===== src/first_pin_pkg.sv =====
// Constants shared by the status flag and first general pin logic.
// Assumes a 40 MHz core clock; all offsets are page 0 register addresses.
package first_pin_pkg;

    // Register addresses.
    localparam logic [7:0] ADDR_BUTTON_CLEAR = 8'h0e;
    localparam logic [7:0] ADDR_MODULE_POWER = 8'h5e;
    localparam logic [7:0] ADDR_DRIVER_STATE = 8'h5f;
    localparam logic [7:0] ADDR_INT_FLAGS    = 8'h60;
    localparam logic [7:0] ADDR_LIVE_FLAGS   = 8'h61;
    localparam logic [7:0] ADDR_PIN_CTRL     = 8'h62;

    // Reset values.
    localparam logic [7:0] STATUS_RESET   = 8'h00;
    localparam logic [7:0] PIN_CTRL_RESET = 8'h00;
    localparam logic [1:0] RESERVED_VALUE = 2'h0;

    // Pin control field positions.
    localparam int FUNC_MSB     = 7;
    localparam int FUNC_LSB     = 4;
    localparam int CLK_SEL_BIT  = 3;
    localparam int INT_FORM_BIT = 2;
    localparam int PIN_IN_BIT   = 1;
    localparam int PIN_OUT_BIT  = 0;

    // Pin function codes.
    localparam logic [3:0] FN_OFF       = 4'h0;
    localparam logic [3:0] FN_ADC_WCLK  = 4'h1;
    localparam logic [3:0] FN_CLK_DIV1  = 4'h2;
    localparam logic [3:0] FN_CLK_DIV2  = 4'h3;
    localparam logic [3:0] FN_CLK_DIV4  = 4'h4;
    localparam logic [3:0] FN_CLK_DIV8  = 4'h5;
    localparam logic [3:0] FN_SHORT_IRQ = 4'h6;
    localparam logic [3:0] FN_AGC_IRQ   = 4'h7;
    localparam logic [3:0] FN_GP_IN     = 4'h8;
    localparam logic [3:0] FN_GP_OUT    = 4'h9;
    localparam logic [3:0] FN_GP_OUT_X  = 4'ha;
    localparam logic [3:0] FN_WORD_CLK  = 4'hb;
    localparam logic [3:0] FN_BTN_IRQ   = 4'hc;
    localparam logic [3:0] FN_HS_IRQ    = 4'hd;
    localparam logic [3:0] FN_HS_BTN    = 4'he;
    localparam logic [3:0] FN_ALL_IRQ   = 4'hf;

    // Divider ratio selects.
    localparam logic [1:0] RATIO_1 = 2'h0;
    localparam logic [1:0] RATIO_2 = 2'h1;
    localparam logic [1:0] RATIO_4 = 2'h2;
    localparam logic [1:0] RATIO_8 = 2'h3;

    // Positions in the synchronised input vector.
    localparam int SYNC_W      = 20;
    localparam int IX_SHORT    = 16;
    localparam int IX_COMPWR   = 14;
    localparam int IX_HEADSET  = 13;
    localparam int IX_BUTTON   = 12;
    localparam int IX_AGC      = 10;
    localparam int IX_MODPWR   = 3;
    localparam int IX_PIN      = 2;
    localparam int IX_PLL      = 1;
    localparam int IX_DIVMUX   = 0;

    // Timing.
    localparam int CLK_HZ          = 40_000_000;
    localparam int PULSE_US        = 2000;
    localparam int BUTTON_DELAY_US = 500;
    localparam int PULSE_CYCLES    = (CLK_HZ / 1_000_000) * PULSE_US;
    localparam int BUTTON_CYCLES   = (CLK_HZ / 1_000_000) * BUTTON_DELAY_US;

endpackage : first_pin_pkg


===== src/status_flags_and_gp_pin_mux.sv =====
// Status flag registers and function multiplexer of the first general pin.
// Assumes a simple register port from the control bus decoder on the core clock;
// analog status lines, the pin and the two source clocks are asynchronous.
`timescale 1ns/1ps

module status_flags_and_gp_pin_mux #(
    parameter int PULSE_CYCLES  = first_pin_pkg::PULSE_CYCLES,
    parameter int BUTTON_CYCLES = first_pin_pkg::BUTTON_CYCLES
) (
    input  wire logic       i_core_clk,
    input  wire logic       i_reset_n,
    input  wire logic [7:0] i_reg_addr,
    input  wire logic       i_reg_wr,
    input  wire logic [7:0] i_reg_wdata,
    input  wire logic       i_reg_rd,
    output logic [7:0]      o_reg_rdata,
    output logic            o_reg_rvalid,
    input  wire logic [3:0] i_driver_short,
    input  wire logic [1:0] i_common_powered,
    input  wire logic       i_headset_present,
    input  wire logic       i_button_pressed,
    input  wire logic [1:0] i_agc_below_noise,
    input  wire logic [6:0] i_module_powered,
    input  wire logic       i_pll_clk,
    input  wire logic       i_divmux_clk,
    input  wire logic       i_adc_word_clk,
    input  wire logic       i_word_clk,
    input  wire logic       i_word_clk_drive,
    input  wire logic       i_pin_in,
    output logic            o_pin_out,
    output logic            o_pin_oe,
    output logic            o_word_clk_from_pin
);

    localparam int CNT_W = $clog2(PULSE_CYCLES + 1);
    localparam int BTN_W = $clog2(BUTTON_CYCLES + 1);

    typedef enum logic [2:0] {
        GEN_IDLE = 3'b001,
        GEN_HIGH = 3'b010,
        GEN_LOW  = 3'b100
    } pulse_state_t;

    // Interrupt sources in the order headset, short circuit, AGC noise.
    function automatic logic [2:0] pulse_sources(input logic [3:0] code);
        unique case (code)
            first_pin_pkg::FN_SHORT_IRQ: pulse_sources = 3'b010;
            first_pin_pkg::FN_AGC_IRQ:   pulse_sources = 3'b001;
            first_pin_pkg::FN_HS_IRQ:    pulse_sources = 3'b100;
            first_pin_pkg::FN_HS_BTN:    pulse_sources = 3'b100;
            first_pin_pkg::FN_ALL_IRQ:   pulse_sources = 3'b111;
            default:                     pulse_sources = 3'b000;
        endcase
    endfunction : pulse_sources

    function automatic logic [1:0] divider_ratio(input logic [3:0] code);
        unique case (code)
            first_pin_pkg::FN_CLK_DIV2: divider_ratio = first_pin_pkg::RATIO_2;
            first_pin_pkg::FN_CLK_DIV4: divider_ratio = first_pin_pkg::RATIO_4;
            first_pin_pkg::FN_CLK_DIV8: divider_ratio = first_pin_pkg::RATIO_8;
            default:                    divider_ratio = first_pin_pkg::RATIO_1;
        endcase
    endfunction : divider_ratio

    logic [first_pin_pkg::SYNC_W-1:0] async_in;
    logic [first_pin_pkg::SYNC_W-1:0] sync1_q;
    logic [first_pin_pkg::SYNC_W-1:0] sync2_q;
    logic [7:0]                       ctrl_q;
    logic                             btn_sticky_q;
    logic                             btn_prev_q;
    logic [BTN_W-1:0]                 btn_cnt_q;
    logic                             btn_qual_q;
    logic [3:0]                       short_prev_q;
    logic [1:0]                       agc_prev_q;
    logic                             hs_prev_q;
    logic                             pending_q;
    pulse_state_t                     state_q;
    pulse_state_t                     state_d;
    logic [CNT_W-1:0]                 pulse_cnt_q;
    logic                             div_level;
    logic                             pin_out_d;
    logic                             pin_oe_d;

    assign async_in = {i_driver_short, i_common_powered, i_headset_present, i_button_pressed,
                       i_agc_below_noise, i_module_powered, i_pin_in, i_pll_clk, i_divmux_clk};

    // Every asynchronous line passes two flip-flops before use.
    for (genvar g = 0; g < first_pin_pkg::SYNC_W; g++) begin : g_sync
        always_ff @(posedge i_core_clk) begin
            if (!i_reset_n) begin
                sync1_q[g] <= 1'b0;
                sync2_q[g] <= 1'b0;
            end else begin
                sync1_q[g] <= async_in[g];
                sync2_q[g] <= sync1_q[g];
            end
        end
    end

    wire [3:0] short_s   = sync2_q[first_pin_pkg::IX_SHORT +: 4];
    wire [1:0] compwr_s  = sync2_q[first_pin_pkg::IX_COMPWR +: 2];
    wire       headset_s = sync2_q[first_pin_pkg::IX_HEADSET];
    wire       button_s  = sync2_q[first_pin_pkg::IX_BUTTON];
    wire [1:0] agc_s     = sync2_q[first_pin_pkg::IX_AGC +: 2];
    wire [6:0] modpwr_s  = sync2_q[first_pin_pkg::IX_MODPWR +: 7];
    wire       pin_s     = sync2_q[first_pin_pkg::IX_PIN];
    wire       pll_s     = sync2_q[first_pin_pkg::IX_PLL];
    wire       divmux_s  = sync2_q[first_pin_pkg::IX_DIVMUX];

    wire [3:0] func      = ctrl_q[first_pin_pkg::FUNC_MSB:first_pin_pkg::FUNC_LSB];
    wire       repeat_on = ctrl_q[first_pin_pkg::INT_FORM_BIT];
    wire       gp_level  = ctrl_q[first_pin_pkg::PIN_OUT_BIT];

    // Register port decode.
    wire rd_button_clr = i_reg_rd && (i_reg_addr == first_pin_pkg::ADDR_BUTTON_CLEAR);
    wire rd_int_flags  = i_reg_rd && (i_reg_addr == first_pin_pkg::ADDR_INT_FLAGS);
    wire wr_pin_ctrl   = i_reg_wr && (i_reg_addr == first_pin_pkg::ADDR_PIN_CTRL);

    wire [7:0] driver_word = {short_s, compwr_s, first_pin_pkg::RESERVED_VALUE};
    wire [7:0] live_word   = {short_s, btn_sticky_q, headset_s, agc_s};
    wire [7:0] ctrl_word   = {ctrl_q[7:2], pin_s, gp_level};
    wire [7:0] rdata_d     =
        (i_reg_addr == first_pin_pkg::ADDR_MODULE_POWER) ? {modpwr_s, 1'b0} :
        (i_reg_addr == first_pin_pkg::ADDR_DRIVER_STATE) ? driver_word :
        (i_reg_addr == first_pin_pkg::ADDR_LIVE_FLAGS)   ? live_word :
        (i_reg_addr == first_pin_pkg::ADDR_PIN_CTRL)     ? ctrl_word : 8'h00;

    always_ff @(posedge i_core_clk) begin
        if (!i_reset_n) begin
            o_reg_rdata  <= first_pin_pkg::STATUS_RESET;
            o_reg_rvalid <= 1'b0;
            ctrl_q       <= first_pin_pkg::PIN_CTRL_RESET;
        end else begin
            o_reg_rvalid <= i_reg_rd;
            if (i_reg_rd) begin
                o_reg_rdata <= rdata_d;
            end
            if (wr_pin_ctrl) begin
                ctrl_q <= {i_reg_wdata[7:2], 1'b0, i_reg_wdata[first_pin_pkg::PIN_OUT_BIT]};
            end
        end
    end

    // Button press events; the sticky flag lets a new press win over the clearing read.
    wire btn_set = button_s & ~btn_prev_q;
    wire btn_hit = (btn_cnt_q == BTN_W'(BUTTON_CYCLES));

    always_ff @(posedge i_core_clk) begin
        if (!i_reset_n) begin
            btn_prev_q   <= 1'b0;
            btn_sticky_q <= 1'b0;
            btn_cnt_q    <= '0;
            btn_qual_q   <= 1'b0;
        end else begin
            btn_prev_q <= button_s;
            if (btn_set) begin
                btn_sticky_q <= 1'b1;
            end else if (rd_button_clr) begin
                btn_sticky_q <= 1'b0;
            end
            if (!button_s) begin
                btn_cnt_q <= '0;
            end else if (!btn_hit) begin
                btn_cnt_q <= btn_cnt_q + BTN_W'(1);
            end
            btn_qual_q <= button_s && btn_hit;
        end
    end

    // Interrupt events on the pin.
    wire       short_evt = |(short_s & ~short_prev_q);
    wire       agc_evt   = |(agc_s & ~agc_prev_q);
    wire       hs_evt    = headset_s ^ hs_prev_q;
    wire [2:0] src_sel   = pulse_sources(func);
    wire       irq_evt   = |(src_sel & {hs_evt, short_evt, agc_evt});
    wire       cnt_end   = (pulse_cnt_q == CNT_W'(PULSE_CYCLES - 1));
    wire       gen_high  = (state_q == GEN_HIGH);

    always_comb begin
        state_d = state_q;
        unique case (state_q)
            GEN_IDLE: if (irq_evt) state_d = GEN_HIGH;
            GEN_HIGH: if (cnt_end) state_d = GEN_LOW;
            GEN_LOW:  if (cnt_end) state_d = (pending_q || irq_evt) ? GEN_HIGH : GEN_IDLE;
            default:  state_d = GEN_IDLE;
        endcase
    end

    always_ff @(posedge i_core_clk) begin
        if (!i_reset_n) begin
            short_prev_q <= 4'h0;
            agc_prev_q   <= 2'h0;
            hs_prev_q    <= 1'b0;
            pending_q    <= 1'b0;
            state_q      <= GEN_IDLE;
            pulse_cnt_q  <= '0;
        end else begin
            short_prev_q <= short_s;
            agc_prev_q   <= agc_s;
            hs_prev_q    <= headset_s;
            if (irq_evt && repeat_on) begin
                pending_q <= 1'b1;
            end else if (rd_int_flags || !repeat_on) begin
                pending_q <= 1'b0;
            end
            state_q     <= state_d;
            pulse_cnt_q <= (state_d != state_q) ? '0 : pulse_cnt_q + CNT_W'(1);
        end
    end

    pin_clock_divider u_divider (
        .i_core_clk  (i_core_clk),
        .i_reset_n   (i_reset_n),
        .i_src_level (ctrl_q[first_pin_pkg::CLK_SEL_BIT] ? divmux_s : pll_s),
        .i_ratio_sel (divider_ratio(func)),
        .o_div_level (div_level)
    );

    // Pin function multiplexer.
    always_comb begin
        pin_out_d = 1'b0;
        pin_oe_d  = 1'b1;
        unique case (func)
            first_pin_pkg::FN_OFF:       pin_oe_d  = 1'b0;
            first_pin_pkg::FN_ADC_WCLK:  pin_out_d = i_adc_word_clk;
            first_pin_pkg::FN_CLK_DIV1:  pin_out_d = div_level;
            first_pin_pkg::FN_CLK_DIV2:  pin_out_d = div_level;
            first_pin_pkg::FN_CLK_DIV4:  pin_out_d = div_level;
            first_pin_pkg::FN_CLK_DIV8:  pin_out_d = div_level;
            first_pin_pkg::FN_SHORT_IRQ: pin_out_d = gen_high;
            first_pin_pkg::FN_AGC_IRQ:   pin_out_d = gen_high;
            first_pin_pkg::FN_GP_IN:     pin_oe_d  = 1'b0;
            first_pin_pkg::FN_GP_OUT:    pin_out_d = gp_level;
            first_pin_pkg::FN_GP_OUT_X:  pin_out_d = gp_level;
            first_pin_pkg::FN_WORD_CLK: begin
                pin_out_d = i_word_clk;
                pin_oe_d  = i_word_clk_drive;
            end
            first_pin_pkg::FN_BTN_IRQ:   pin_out_d = btn_qual_q;
            first_pin_pkg::FN_HS_IRQ:    pin_out_d = gen_high;
            first_pin_pkg::FN_HS_BTN:    pin_out_d = gen_high | btn_qual_q;
            first_pin_pkg::FN_ALL_IRQ:   pin_out_d = gen_high | btn_qual_q;
        endcase
    end

    always_ff @(posedge i_core_clk) begin
        if (!i_reset_n) begin
            o_pin_out           <= 1'b0;
            o_pin_oe            <= 1'b0;
            o_word_clk_from_pin <= 1'b0;
        end else begin
            o_pin_out           <= pin_out_d;
            o_pin_oe            <= pin_oe_d;
            o_word_clk_from_pin <= pin_s;
        end
    end
endmodule : status_flags_and_gp_pin_mux


===== src/pin_clock_divider.sv =====
// Divides a synchronised clock level by 1, 2, 4 or 8 for the first general pin.
// Assumes its input has already passed a two-stage synchroniser on the core clock.
`timescale 1ns/1ps
module pin_clock_divider (
    input  wire logic       i_core_clk,
    input  wire logic       i_reset_n,
    input  wire logic       i_src_level,
    input  wire logic [1:0] i_ratio_sel,
    output logic            o_div_level
);

    logic       src_prev_q;
    logic [1:0] edge_cnt_q;
    logic [1:0] edge_cnt_d;
    logic       half_q;
    logic       half_d;
    logic [1:0] cnt_mask;
    wire        src_rise = i_src_level & ~src_prev_q;

    // Half a divided period is 1, 2 or 4 source rising edges.
    assign cnt_mask   = (i_ratio_sel == first_pin_pkg::RATIO_8) ? 2'h3 :
                        (i_ratio_sel == first_pin_pkg::RATIO_4) ? 2'h1 : 2'h0;
    assign edge_cnt_d = ((edge_cnt_q & cnt_mask) == cnt_mask) ? 2'h0 : edge_cnt_q + 2'h1;
    assign half_d     = ((edge_cnt_q & cnt_mask) == cnt_mask) ? ~half_q : half_q;

    always_ff @(posedge i_core_clk) begin
        if (!i_reset_n) begin
            src_prev_q  <= 1'b0;
            edge_cnt_q  <= 2'h0;
            half_q      <= 1'b0;
            o_div_level <= 1'b0;
        end else begin
            src_prev_q <= i_src_level;
            if (src_rise) begin
                edge_cnt_q <= edge_cnt_d;
                half_q     <= half_d;
            end
            o_div_level <= (i_ratio_sel == first_pin_pkg::RATIO_1) ? i_src_level : half_q;
        end
    end

endmodule : pin_clock_divider


===== config.mk =====
export PLATFORM = sky130hd
export DESIGN_NAME = status_flags_and_gp_pin_mux
export DESIGN_NICKNAME = d
export VERILOG_FILES = /design/src/first_pin_pkg.sv /design/src/status_flags_and_gp_pin_mux.sv /design/src/pin_clock_divider.sv
export SDC_FILE = /design/constraint.sdc
export NUM_CORES = 1
export LEC_CHECK = 0
export ABC_AREA = 0
export BUFFER_PORTS_ARGS = -buffer_cell sky130_fd_sc_hd__buf_2
export CAP_MARGIN = 20
export CORE_MARGIN = 4
export CORE_UTILIZATION = 52
export CTS_CLUSTER_DIAMETER = 50
export DETAILED_ROUTE_END_ITERATION = 10
export PLACE_DENSITY = 0.8
export REMOVE_ABC_BUFFERS = 1
export SETUP_SLACK_MARGIN = 0.4
export SYNTH_ARGS = -nofsm -noshare
export SYNTH_HDL_FRONTEND = slang
export SYNTH_SLANG_ARGS = --single-unit
export TNS_END_PERCENT = 1

===== constraint.sdc =====
create_clock -name i_core_clk -period 1.5 [get_ports i_core_clk]
set_input_delay 0.225 -clock i_core_clk [delete_from_list [all_inputs] [get_ports i_core_clk]]
set_output_delay 0.225 -clock i_core_clk [all_outputs]
set_load 0.01 [all_outputs]

* Word level (Yosys, flattened, before mapping)
Cells that the tools add are included.
** Word-level totals
- Register bits :: 110
- Latch bits :: 0
- Bits in writable memories :: 0
- Memory bits (read-only) :: 0
- Bits of input ports :: 43
- Output and inout port bits :: 12
- Logic and storage cells :: 153
- Memories :: 0
** Cells by class
- Add/subtract/negate cells :: 3
- $mul :: 0
- Div/mod/pow operators :: 0
- Order comparisons :: 0
- Equality and inequality tests :: 30
- Shifts and indexed selects :: 0
- Mux-type cells :: 22
- Bitwise gates (word level) :: 14
- Reductions and logical operators :: 24
** Operators with widths (number)
- == test 8 x 7 -> 1 bit, second input constant :: 5
- == test 4 bit, second input constant :: 8
- 2-to-1 mux 8 bit :: 4
- adder 17 x 1 -> 17 bit, second input constant :: 1
- == test 17 bit, second input constant :: 1
- == test 4 x 3 -> 1 bit, second input constant :: 4
- adder 15 x 1 -> 15 bit, second input constant :: 1
- == test 15 bit, second input constant :: 1
- one-hot mux 3 bit (4 select lines) :: 1
- OR reduction 2 bit :: 6
- 2-to-1 mux 3 bit :: 3
- one-hot mux 3 bit (3 select lines) :: 1
- == test 4 x 2 -> 1 bit, second input constant :: 2
- == test 8 x 4 -> 1 bit, second input constant :: 1
- OR reduction 4 bit :: 2
- 2-to-1 mux 1 bit :: 7
- one-hot mux 1 bit (7 select lines) :: 1
- 2-to-1 mux 2 bit :: 3
- one-hot mux 2 bit (3 select lines) :: 1
- OR reduction 3 bit :: 2
- logical AND 1 bit :: 5
- AND 2 bit :: 2
- AND 4 bit :: 1
- == test 2 bit, second input constant :: 2
- 21 further kinds :: 28

* Depth between registers and ports, before layout
Gate-level depths: netlist of run 1.
- Word-level depth :: 11
- Depth in mapped cells :: 8

* Modules after synthesis
A second synthesis of run 1 with hierarchy kept.
** Unflattened totals
- Cell total of the unflattened synthesis :: 466
- Area total of the unflattened synthesis :: 4408.0 sq um
** Modules (own cells, without submodules)
- status_flags_and_gp_pin_mux :: instances 1, cells an instance 446, area an instance 4194.0 sq um, sequential area each 2102.0 sq um
- pin_clock_divider :: instances 1, cells an instance 20, area an instance 214.0 sq um, sequential area each 100.1 sq um

* Least setup slack after synthesis of run 1
No wires, ideal clock.
- Path type :: register to register
- From :: register sync2_q, in the netlist driver_word[4]
- To :: register pulse_cnt_q[10]
- Library setup time :: 0.074 ns
- Arrival :: 1.550 ns
- Required time :: 1.426 ns
- Setup slack :: -0.124 ns
- Cell stages (with the launch flop) :: 8
- Buffers on the path :: 2
- Clock period less this slack :: 1.624 ns
- Cells stage by stage :: dfxtp_1 > nor2b_4 > a2111oi_4 > o221ai_2 > o211a_1 > buf_6 > buf_12 > nor3_2
** Between the ends
- Longest elaborated chain between the ends :: 10
- Elaborated cells between the ends (all ways) :: 11
** RTL lines
- start, declared :: RTL line status_flags_and_gp_pin_mux.sv:67 : logic [first_pin_pkg::SYNC_W-1:0] sync2_q;
- start signal, assigned by index :: RTL line status_flags_and_gp_pin_mux.sv:95 : sync2_q[g] <= sync1_q[g];
- AND 4 bit * :: RTL line status_flags_and_gp_pin_mux.sv:171 : wire short_evt = |(short_s & ~short_prev_q);
- OR reduction 4 bit * :: RTL line status_flags_and_gp_pin_mux.sv:171
- AND 3 bit * :: RTL line status_flags_and_gp_pin_mux.sv:175 : wire irq_evt = |(src_sel & {hs_evt, short_evt, agc_evt});
- OR reduction 3 bit * :: RTL line status_flags_and_gp_pin_mux.sv:175
- logical OR 1 bit :: RTL line status_flags_and_gp_pin_mux.sv:184 : GEN_LOW: if (cnt_end) state_d = (pending_q || irq_evt) ? GEN_HIGH : GEN_IDLE;
- 2-to-1 mux 2 bit :: RTL line status_flags_and_gp_pin_mux.sv:184
- 2-to-1 mux 3 bit :: RTL line status_flags_and_gp_pin_mux.sv:184
- one-hot mux 3 bit (3 select lines) * :: RTL line status_flags_and_gp_pin_mux.sv:181 : unique case (state_q)
- inequality test 3 bit * :: RTL line status_flags_and_gp_pin_mux.sv:207 : pulse_cnt_q <= (state_d != state_q) ? '0 : pulse_cnt_q + CNT_W'(1);
- OR reduction 2 bit (no source line) *
- end signal, assigned :: RTL line status_flags_and_gp_pin_mux.sv:207
- end, declared :: RTL line status_flags_and_gp_pin_mux.sv:79 : logic [CNT_W-1:0] pulse_cnt_q;
Every way passes the cells marked *; elsewhere a longest branch is shown, timed or not.
A chain may end at the register's enable or synchronous reset.

* Worst setup path in the final report of run 1
- From :: register state_q[2]
- To :: register pulse_cnt_q[6]
** Between the ends
- Longest elaborated chain between the ends :: 4
- Elaborated cells between the ends (all ways) :: 9
** RTL lines
- start, declared :: RTL line status_flags_and_gp_pin_mux.sv:77 : pulse_state_t state_q;
- start signal, assigned :: RTL line status_flags_and_gp_pin_mux.sv:206 : state_q <= state_d;
- == test 3 bit, or another cell as far along :: RTL line status_flags_and_gp_pin_mux.sv:181
- one-hot mux 3 bit (3 select lines) :: RTL line status_flags_and_gp_pin_mux.sv:181
- inequality test 3 bit * :: RTL line status_flags_and_gp_pin_mux.sv:207
- OR reduction 2 bit (no source line) *
Marks and branches as above.

==> impl_summary.md, run 1 <==
Clocking
The clock network latency to the later pin of the worst-skew pair is 380 ps. For this design, the sink count on the clock tree is 110. Clock tree synthesis inserted a total of 9 buffers.

The number of hold buffers added after cts is 0. The clock passes through at most 2 buffers. The CTS root buffer is sky130_fd_sc_hd__clkbuf_8. The clock transition at the register clock pins on the worst setup and hold paths after CTS is 120 ps. The H-tree depth is 3. The TritonCTS clock tree is done.

Logic synthesis
For this run, the leading register cell type out of synthesis is sky130_fd_sc_hd__dfxtp_1. The number of flops mapped to enable cells by yosys is 0. Summed over its instances, the top area cell type makes up roughly half of the synthesized netlist area.

By area the synthesized netlist is led by sky130_fd_sc_hd__dfxtp_1 50%, sky130_fd_sc_hd__and2_1 7.4%, sky130_fd_sc_hd__xor2_1 3.4%. The mean cell area of the mapped netlist is 9.50 um^2. The synthesized netlist occupies a cell area of 4390 um^2. The synthesized design spends more area on one cell type than any other, namely sky130_fd_sc_hd__dfxtp_1. The most instantiated library cell after synthesis is sky130_fd_sc_hd__dfxtp_1. After synthesis, the share of flip-flops with an asynchronous set or reset is 0%. Summing the sequential cell areas from Yosys gives 50.2% of the chip area.

The number of distinct standard cells referenced by the synthesized netlist is between 50 and 60. Synthesis inferred 110 register bits. Yosys printed 0 warnings. The gate count of the mapped netlist is 462. The commonest cells after synthesis are 110 x sky130_fd_sc_hd__dfxtp_1, 52 x sky130_fd_sc_hd__and2_1, 33 x sky130_fd_sc_hd__nor2_1.

Placed design
Detailed placement ended at an HPWL of 6560 um. At the placement stage, the worst setup path has a slack of -326 ps. The congestion estimate from routability-driven global placement came to between 0.8 and 0.9.

The count of input and output buffers is 53.

Power
Summed over all nets, the switching power comes to 1.25 mW. The part of the total power dissipated in sequential elements is between 50 and 60%. The worst-case vdd ir drop is roughly 0.0006 V. The switching share of power is between 20% and 30%. Power spread over the standard cell area amounts to 895 nW/um^2. Per report_power, the combinational group accounts for just over 6% of the total. Per report_power, the clock group accounts for 35.8% of the total.

The internal portion of the total power is 3.97 mW. The analysis attributes to cell leakage a power of 2.31 nW.

Die
The number of cell rows is 33. The initial core utilization is between 50% and 60%. The floorplan step set the die width to 99.9 um.

The die outline area is between 9000 and 10000 um^2. The top-level I/O count is between 50 and 60. The height of the chip is 99.9 um. The core outline area is 8220 um^2.

Global route
The global router's overall resource usage is 20.3%. After global routing the overflow that remains totals 0. Global routing used under 10% of the available met3 tracks. The global-route wire length before repair is 16300 um. The number of global-route vias before repair is 3614. Global routing consumed, on the met2 layer, 35.7% of the routing resources. In this run the most used layer during global routing was met2. The met1 usage is between 20% and 30%.

Entering global routing, the biggest net connects 47 pins. The number of antenna violations at the first check in global routing is 0.

Drt
After detailed routing, the total wire length is 10500 um. The first-pass iteration count of the detailed router is 4. Using the TritonRoute via totals, the vias-per-cell ratio works out to 5.42. In the final routed layout, each cell accounts on average for 15.5 um. The routed layout has 3666 vias. The post-detailed-route DRC marker count is 0.

The iteration-0 DRC count of the detailed router is 280. The detail route stage leaves a number of antenna-violating nets equal to 0.

Cells and area
Cells with a size suffix above 1 make up 37.6% of the layout. The final net count is 613. The final-layout fill cell count is 579. The area taken by flip-flops and latches is 2240 um^2. The repair_antennas step left the layout with diodes totalling 0. Relative to the synthesized area, the layout overhead comes to 32.9%. The area of the multi-input gates is ~2300 um^2.

Worst setup path
The worst setup path is launched from a register. The critical path goes through nor2b_1 > nor2b_1 > o21ai_4 > o211a_4 > buf_12 > nor3_1. At the worst endpoint, the required time is about 1800 ps. The path depth of the worst reg2reg path is 6. The most numerous cell on the critical path is sky130_fd_sc_hd__nor2b_1. The data arrival at the endpoint of the critical path is 2010 ps. The largest single stage delay on the critical path is between 400 and 500 ps. STA classifies the critical path endpoint as a register.

The largest individual stage delay along the critical path comes from the cell sky130_fd_sc_hd__dfxtp_1. The critical setup path kind is reg2reg. The peak fanout along the critical path is 5.

STA
Setup total negative slack on the finished layout was measured at -3470 ps. The number of hold violations in the final report is 0. The timing-limited maximum frequency is 0.590 GHz. The worst-margin pin slew is 366 ps.

The worst clock skew is 19.5 ps. The relative slew slack is 75.5%. Setup repair after global routing could not meet its margin everywhere. Setup violations remaining at the end of the flow were counted as 25. The final cycle utilization of the critical path is 113%. The final critical-path setup slack is -194 ps. The minimum clock period after layout is 1690 ps. The number of pins exceeding their max-slew limit in the final report is 0.

Hold path
Counting instances, the worst hold path has a depth of 2. The worst hold-check path type is in2reg.

Status
The flow ran to the end, but the final reports show violations. The checks that failed: negative setup slack.

Run
Across the run, the number of max-cap violations was 0.
final cells by class:
class                   count  share of cell area, %
multi-input cells         312                   39.7
flip-flops and latches    110                   38.3
inverters                  16                   1.03
well taps                 105                   2.25
clock buffers              10                   2.19
clock inverters             6                   1.31
repair buffers            118                   15.2
cell usage in the layout, fill, tap and decap left out, types with 3 or more instances in the layout:
cell,n
sky130_fd_sc_hd__nand4_1,8
sky130_fd_sc_hd__buf_4,52
sky130_fd_sc_hd__nand3_1,13
sky130_fd_sc_hd__dfxtp_1,85
sky130_fd_sc_hd__nand3_2,3
sky130_fd_sc_hd__clkbuf_8,9
sky130_fd_sc_hd__and2_1,50
sky130_fd_sc_hd__nor2b_1,8
sky130_fd_sc_hd__buf_12,3
sky130_fd_sc_hd__inv_6,3
sky130_fd_sc_hd__inv_1,15
sky130_fd_sc_hd__o21ai_0,11
sky130_fd_sc_hd__nor3_4,7
sky130_fd_sc_hd__and3_1,9
sky130_fd_sc_hd__nor3_1,4
sky130_fd_sc_hd__nand2b_1,5
sky130_fd_sc_hd__a311oi_1,4
sky130_fd_sc_hd__buf_6,13
sky130_fd_sc_hd__buf_2,48
sky130_fd_sc_hd__a21oi_1,17
sky130_fd_sc_hd__nor3_2,10
sky130_fd_sc_hd__dfxtp_2,24
sky130_fd_sc_hd__nand2_1,30
sky130_fd_sc_hd__a221oi_2,5
sky130_fd_sc_hd__xor2_1,17
sky130_fd_sc_hd__mux2i_1,4
sky130_fd_sc_hd__xnor2_1,14
sky130_fd_sc_hd__nor2_1,32
metal layers:
layer | share of wire (%) | up-vias
li1 | - | 1787
met1 | 40 | 1746
met2 | 52 | 111
met3 | 5.1 | 22
met4 | 2.7 | 0
met5 | 0 | -
kinds of logic (layout without fill, tap and decap cells):
group           after synthesis  in the layout  synth area share (%)
simple gates                212            212                  27.6
flops                       110            110                  50.2
compound gates               61             61                  9.78
buf+inv                      40            150                  4.27
xor+xnor                     31             31                  6.18
mux                           5              5                  1.14
fa+ha+maj                     3              3                 0.855
state kept, by name, summed over array words and instances, names as in the netlist, 2 cells and up:
name                  cells
sync1_q                  20
pulse_cnt_q              17
btn_cnt_q                15
o_reg_rdata               8
ctrl_q                    7
modpwr_s                  7
driver_word               4
short_prev_q              4
state_q                   3
agc_prev_q                2
agc_s                     2
compwr_s                  2
u_divider.edge_cnt_q      2
power groups by stage:
stage | Clock [mW] | Sequential, mW | Combinational (mW)
finish | 1.87 | 3.03 | 0.323
global route | 1.99 | 3.04 | 0.354
CTS | 1.88 | 3.03 | 0.311
detailed placement | 0 | 3.09 | 0.295
global placement | 0 | 3.09 | 0.284
floorplan | 0 | 3.09 | 0.115
repair_timing:
action	in CTS	in global routing
setup endpoints to repair	58	64
buffers inserted	2	1
cloned	0	2
pin swaps	61	39
resized for setup	54	51
worst max-delay path, delay by kind of cell (launching register included):
family | cells | cell delay (ps)
simple gates | 3 | 730
compound gates | 2 | 300
flops | 1 | 450
buf+inv | 1 | 150
metrics by stage:
step / hold slack (ps) / utilization (%) / area, um^2 / power (mW) / std cells
after global placement: 415 / 62.6 / 5150 / 3.37 / 656
after floorplan: 296 / - / 4260 / 3.21 / 438
after detailed placement: 420 / 62.6 / 5150 / 3.39 / 656
final: 37.5 / 71.0 / 5840 / 5.22 / 677
after CTS: 37.1 / 67.9 / 5580 / 5.22 / 674
after global routing: 32.3 / 71.0 / 5840 / 5.38 / 677
final timing paths:
kind	slack, ps	to	start
worst max-delay path	-190	pulse_cnt_q[6]$_SDFF_PP0_	state_q[2]$_SDFF_PN0_
worst min register to register	440	modpwr_s[2]$_SDFF_PN0_	sync1_q[5]$_SDFF_PN0_
worst max register to register	-190	pulse_cnt_q[6]$_SDFF_PP0_	state_q[2]$_SDFF_PN0_
worst min-delay path	40	sync1_q[12]$_SDFF_PN0_	i_button_pressed
(Power assumes the default switching activity.)
==> run 2, diff against run 1 <==
--- a/config.mk
+++ b/config.mk
@@ -6,5 +6,4 @@
 export NUM_CORES = 1
 export LEC_CHECK = 0
-export ABC_AREA = 0
 export BUFFER_PORTS_ARGS = -buffer_cell sky130_fd_sc_hd__buf_2
 export CAP_MARGIN = 20
==> constraint.sdc (replaced) <==
create_clock -name i_core_clk -period 1.5 [get_ports i_core_clk]
set_input_delay 0.15 -clock i_core_clk [delete_from_list [all_inputs] [get_ports i_core_clk]]
set_output_delay 0.15 -clock i_core_clk [all_outputs]
set_load 0.01 [all_outputs]
==> run 2 against run 1 <==
Against the previous run: the flow still finishes with violations (negative setup slack); setup slack better by 19 ps; die area unchanged; design area up 4.9%; combinational power up 20%; hold slack worse by 25 ps; total power up 4.1%; sequential share of layout area down 1.9 points; first-iteration DRC count down 1.8%; non-clock buffer count up 14; via count up 3.5%; cell count up 2.1%; largest cell class unchanged; largest power group unchanged.
==> impl_summary.md, run 2 (synthesis gave the netlist of run 1 again) <==
Clocking
The clock transition at the register clock pins on the worst setup and hold paths after CTS is 100 ps (was 120 ps). The TritonCTS clock tree is done (unchanged). The count of clock tree sinks is 110 (unchanged). The clock network latency to the later pin of the worst-skew pair came to 370 ps (was 380 ps). The maximum count of clock buffers along a single path was 2 (unchanged). The total CTS buffers is 9 (unchanged). The H-tree depth came to 3 (unchanged). The CTS root buffer was sky130_fd_sc_hd__clkbuf_8 (unchanged).

Global route
The number of global-route vias before repair came to 3785 (was 3614). The overall overflow remaining after global route is 0 (unchanged). The number of antenna violations at the first check in global routing is 0 (unchanged).

The global-route wire length before repair came to 18000 um (was 16300 um). The maximum number of pins on one net before global-route repair is 47 (unchanged). The global router's overall resource usage is 22.5% (was 20.3%).

Worst setup path
The startpoint type of the worst setup path is a register (unchanged). The path depth of the worst reg2reg path came to 6 (unchanged). The critical setup path kind is reg2reg (unchanged).

The slack of the worst reg-to-reg path is -170 ps (was -190 ps). The end point of the critical path is pulse_cnt_q[0]$_SDFF_PP0_ (was pulse_cnt_q[6]$_SDFF_PP0_). The critical path data required time is 1800 ps (was 1810 ps).

The data arrival at the endpoint of the critical path is 1970 ps (was 2010 ps). The critical register-to-register path endpoint was pulse_cnt_q[0]$_SDFF_PP0_ (was pulse_cnt_q[6]$_SDFF_PP0_). The peak fanout along the critical path was 8 (was 5). The worst flop-to-flop path startpoint was driver_word[4]$_SDFF_PN0_ (was state_q[2]$_SDFF_PN0_). The endpoint class of the critical path is a register (unchanged). The critical path launch point is driver_word[4]$_SDFF_PN0_ (was state_q[2]$_SDFF_PN0_).

Die
The die outline width is 99.9 um (unchanged). The top-level I/O count came to 55 (unchanged). The core outline area is 8220 um^2 (unchanged). The initial core utilization is 53.4% (unchanged). The number of cell rows is 33 (unchanged). The height of the chip is 99.9 um (unchanged). The die outline area is 9980 um^2 (unchanged).

Status
Status: complete, but fails checks (unchanged). Violated checks: negative setup slack (unchanged).

Drt
The total vias in the final route is 3794 (was 3666). The routed wire length is 11600 um (was 10500 um). The post-detailed-route wirelength per cell is 16.7 um (was 15.5 um). The first-pass iteration count of the detailed router is 4 (unchanged).

The average vias per placed instance is 5.49 (was 5.42). The post-detailed-route DRC marker count was 0 (unchanged). The count of antenna-violating nets left after detailed routing is 0 (unchanged). The iteration-0 DRC count of the detailed router is 275 (was 280).

Cells and area
The number of diodes came to 0 (unchanged). The layout-stage area growth over the synthesis result is 39.5% (was 32.9%). The final net count is 627 (was 613). The register ranked first by flip-flop count is sync1_q (unchanged). The fraction of final layout cells sized beyond drive strength 1 was 37.9% (was 37.6%).

Leading cell types in the layout, fill and taps excluded: 94 x sky130_fd_sc_hd__dfxtp_1, 51 x sky130_fd_sc_hd__buf_2, 50 x sky130_fd_sc_hd__and2_1 (was 85 x sky130_fd_sc_hd__dfxtp_1, 52 x sky130_fd_sc_hd__buf_4, 50 x sky130_fd_sc_hd__and2_1). The most common cell after layout, fill and taps aside is sky130_fd_sc_hd__dfxtp_1 (unchanged). Largest registers: sync1_q: 20 flops, pulse_cnt_q: 17 flops, btn_cnt_q: 15 flops (unchanged). The number of flip-flops in the largest register is 20 (unchanged).

Power
The combinational fraction of design power is 7.1% (was 6.2%). The switching share of power is 22.8% (was 23.9%). The share of power burned in the clock network was 37.3% (was 35.8%). The part of the total power dissipated in sequential elements is 55.6% (was 58.0%).

The static leakage is 2.43 nW (was 2.31 nW). The reported net switching power is 1.24 mW (was 1.25 mW). The internal power is 4.19 mW (was 3.97 mW). The power per standard cell area is 887 nW/um^2 (was 895 nW/um^2). The worst-case vdd ir drop is 0.000624 V (was 0.000609 V).

STA
The final cycle utilization of the critical path came to 112% (was 113%). The number of pins exceeding their max-slew limit in the final report is 0 (unchanged). The timing-limited maximum frequency is 0.597 GHz (was 0.590 GHz). The number of hold violations in the final report is 0 (unchanged). The worst hold slack after final layout is 12.4 ps (was 37.5 ps). The final total negative setup slack is -3160 ps (was -3470 ps).

The final count of negative-setup-slack endpoints is 23 (was 25). The worst-margin pin slew is 521 ps (was 366 ps). The worst clock skew is 9.97 ps (was 19.5 ps). The final critical-path setup slack is -175 ps (was -194 ps). The relative slew slack came to 65.3% (was 75.5%). The minimum clock period after layout is 1670 ps (was 1690 ps). Setup repair after global routing missed its margin: true (unchanged).

Run
The max-capacitance violation count came to 0 (unchanged).

Placed design
The count of input and output buffers is 53 (unchanged). The placer's final routability congestion estimate is 0.830 (was 0.847). The detailed placement HPWL is 6710 um (was 6560 um).

Hold path
The worst hold-check path type is in2reg (unchanged). The launch point of the worst hold path was i_reg_wdata[5] (was i_button_pressed).
-- run 2: worst min-delay path by stage --
stage                                   endpoint  slack [ps]  cells after the start
final                     ctrl_q[5]$_SDFFE_PN0P_          10                      3
after detailed placement  sync1_q[10]$_SDFF_PN0_         360                      2
after CTS                 ctrl_q[5]$_SDFFE_PN0P_           5                      3
after global placement    sync1_q[18]$_SDFF_PN0_         360                      2
after global routing      ctrl_q[5]$_SDFFE_PN0P_          10                      3
after floorplan            state_q[0]$_SDFF_PN1_         220                      1
-- run 2: metrics by stage --
stage	setup WS (ps)	cell area, um^2	util [%]	total power, mW	cells
finish	-175	6120	74.5	5.43	691
floorplan	-311	4260	-	3.21	438
global placement	-177	5100	62.1	3.37	652
detailed placement	-275	5100	62.1	3.38	652
CTS	-178	5930	72.1	5.41	690
global route	-229	6120	74.5	5.58	691
-- run 2: worst max-delay path, stage by stage (launching register included) --
cell and delay (ps):
sky130_fd_sc_hd__dfxtp_2 330, sky130_fd_sc_hd__nor2b_4 120, sky130_fd_sc_hd__a2111oi_4 370, sky130_fd_sc_hd__o221ai_2 190
sky130_fd_sc_hd__o211a_4 330, sky130_fd_sc_hd__buf_16 160, sky130_fd_sc_hd__nor3_4 90
-- run 2: layer usage --
layer	global-route usage [%]	up-vias	wire length (um)
met3	4.17	27	521
li1	-	1813	-
met5	0	-	0
met4	6.51	0	318
met2	41.9	117	6140
met1	26.0	1837	4590
-- run 2: repair_timing --
item	in CTS	in global routing
pin swaps	60	47
hold buffers	20	0
cloned	2	0
gates resized for setup	82	45
buffers inserted	0	1
hold endpoints to repair	20	0
endpoints found under the setup margin	55	57
-- run 2: area by class of cell --
class                   instances  area, um^2
clock buffers                  10         138
clock inverters                 6        93.8
fillers                       476        2090
inverters                      16        60.1
multi-input cells             312        2430
flip-flops and latches        110        2230
well taps                     105         131
repair buffers                132        1040
-- run 2: power by group through the flow --
stage          clock [mW]  combinational (mW)  sequential (mW)
2_1_floorplan           0               0.115             3.09
5_1_grt              2.13               0.419             3.03
6_report             2.02               0.387             3.02
3_5_place_dp            0               0.290             3.09
4_1_cts              2.03               0.361             3.02
3_3_place_gp            0               0.277             3.09
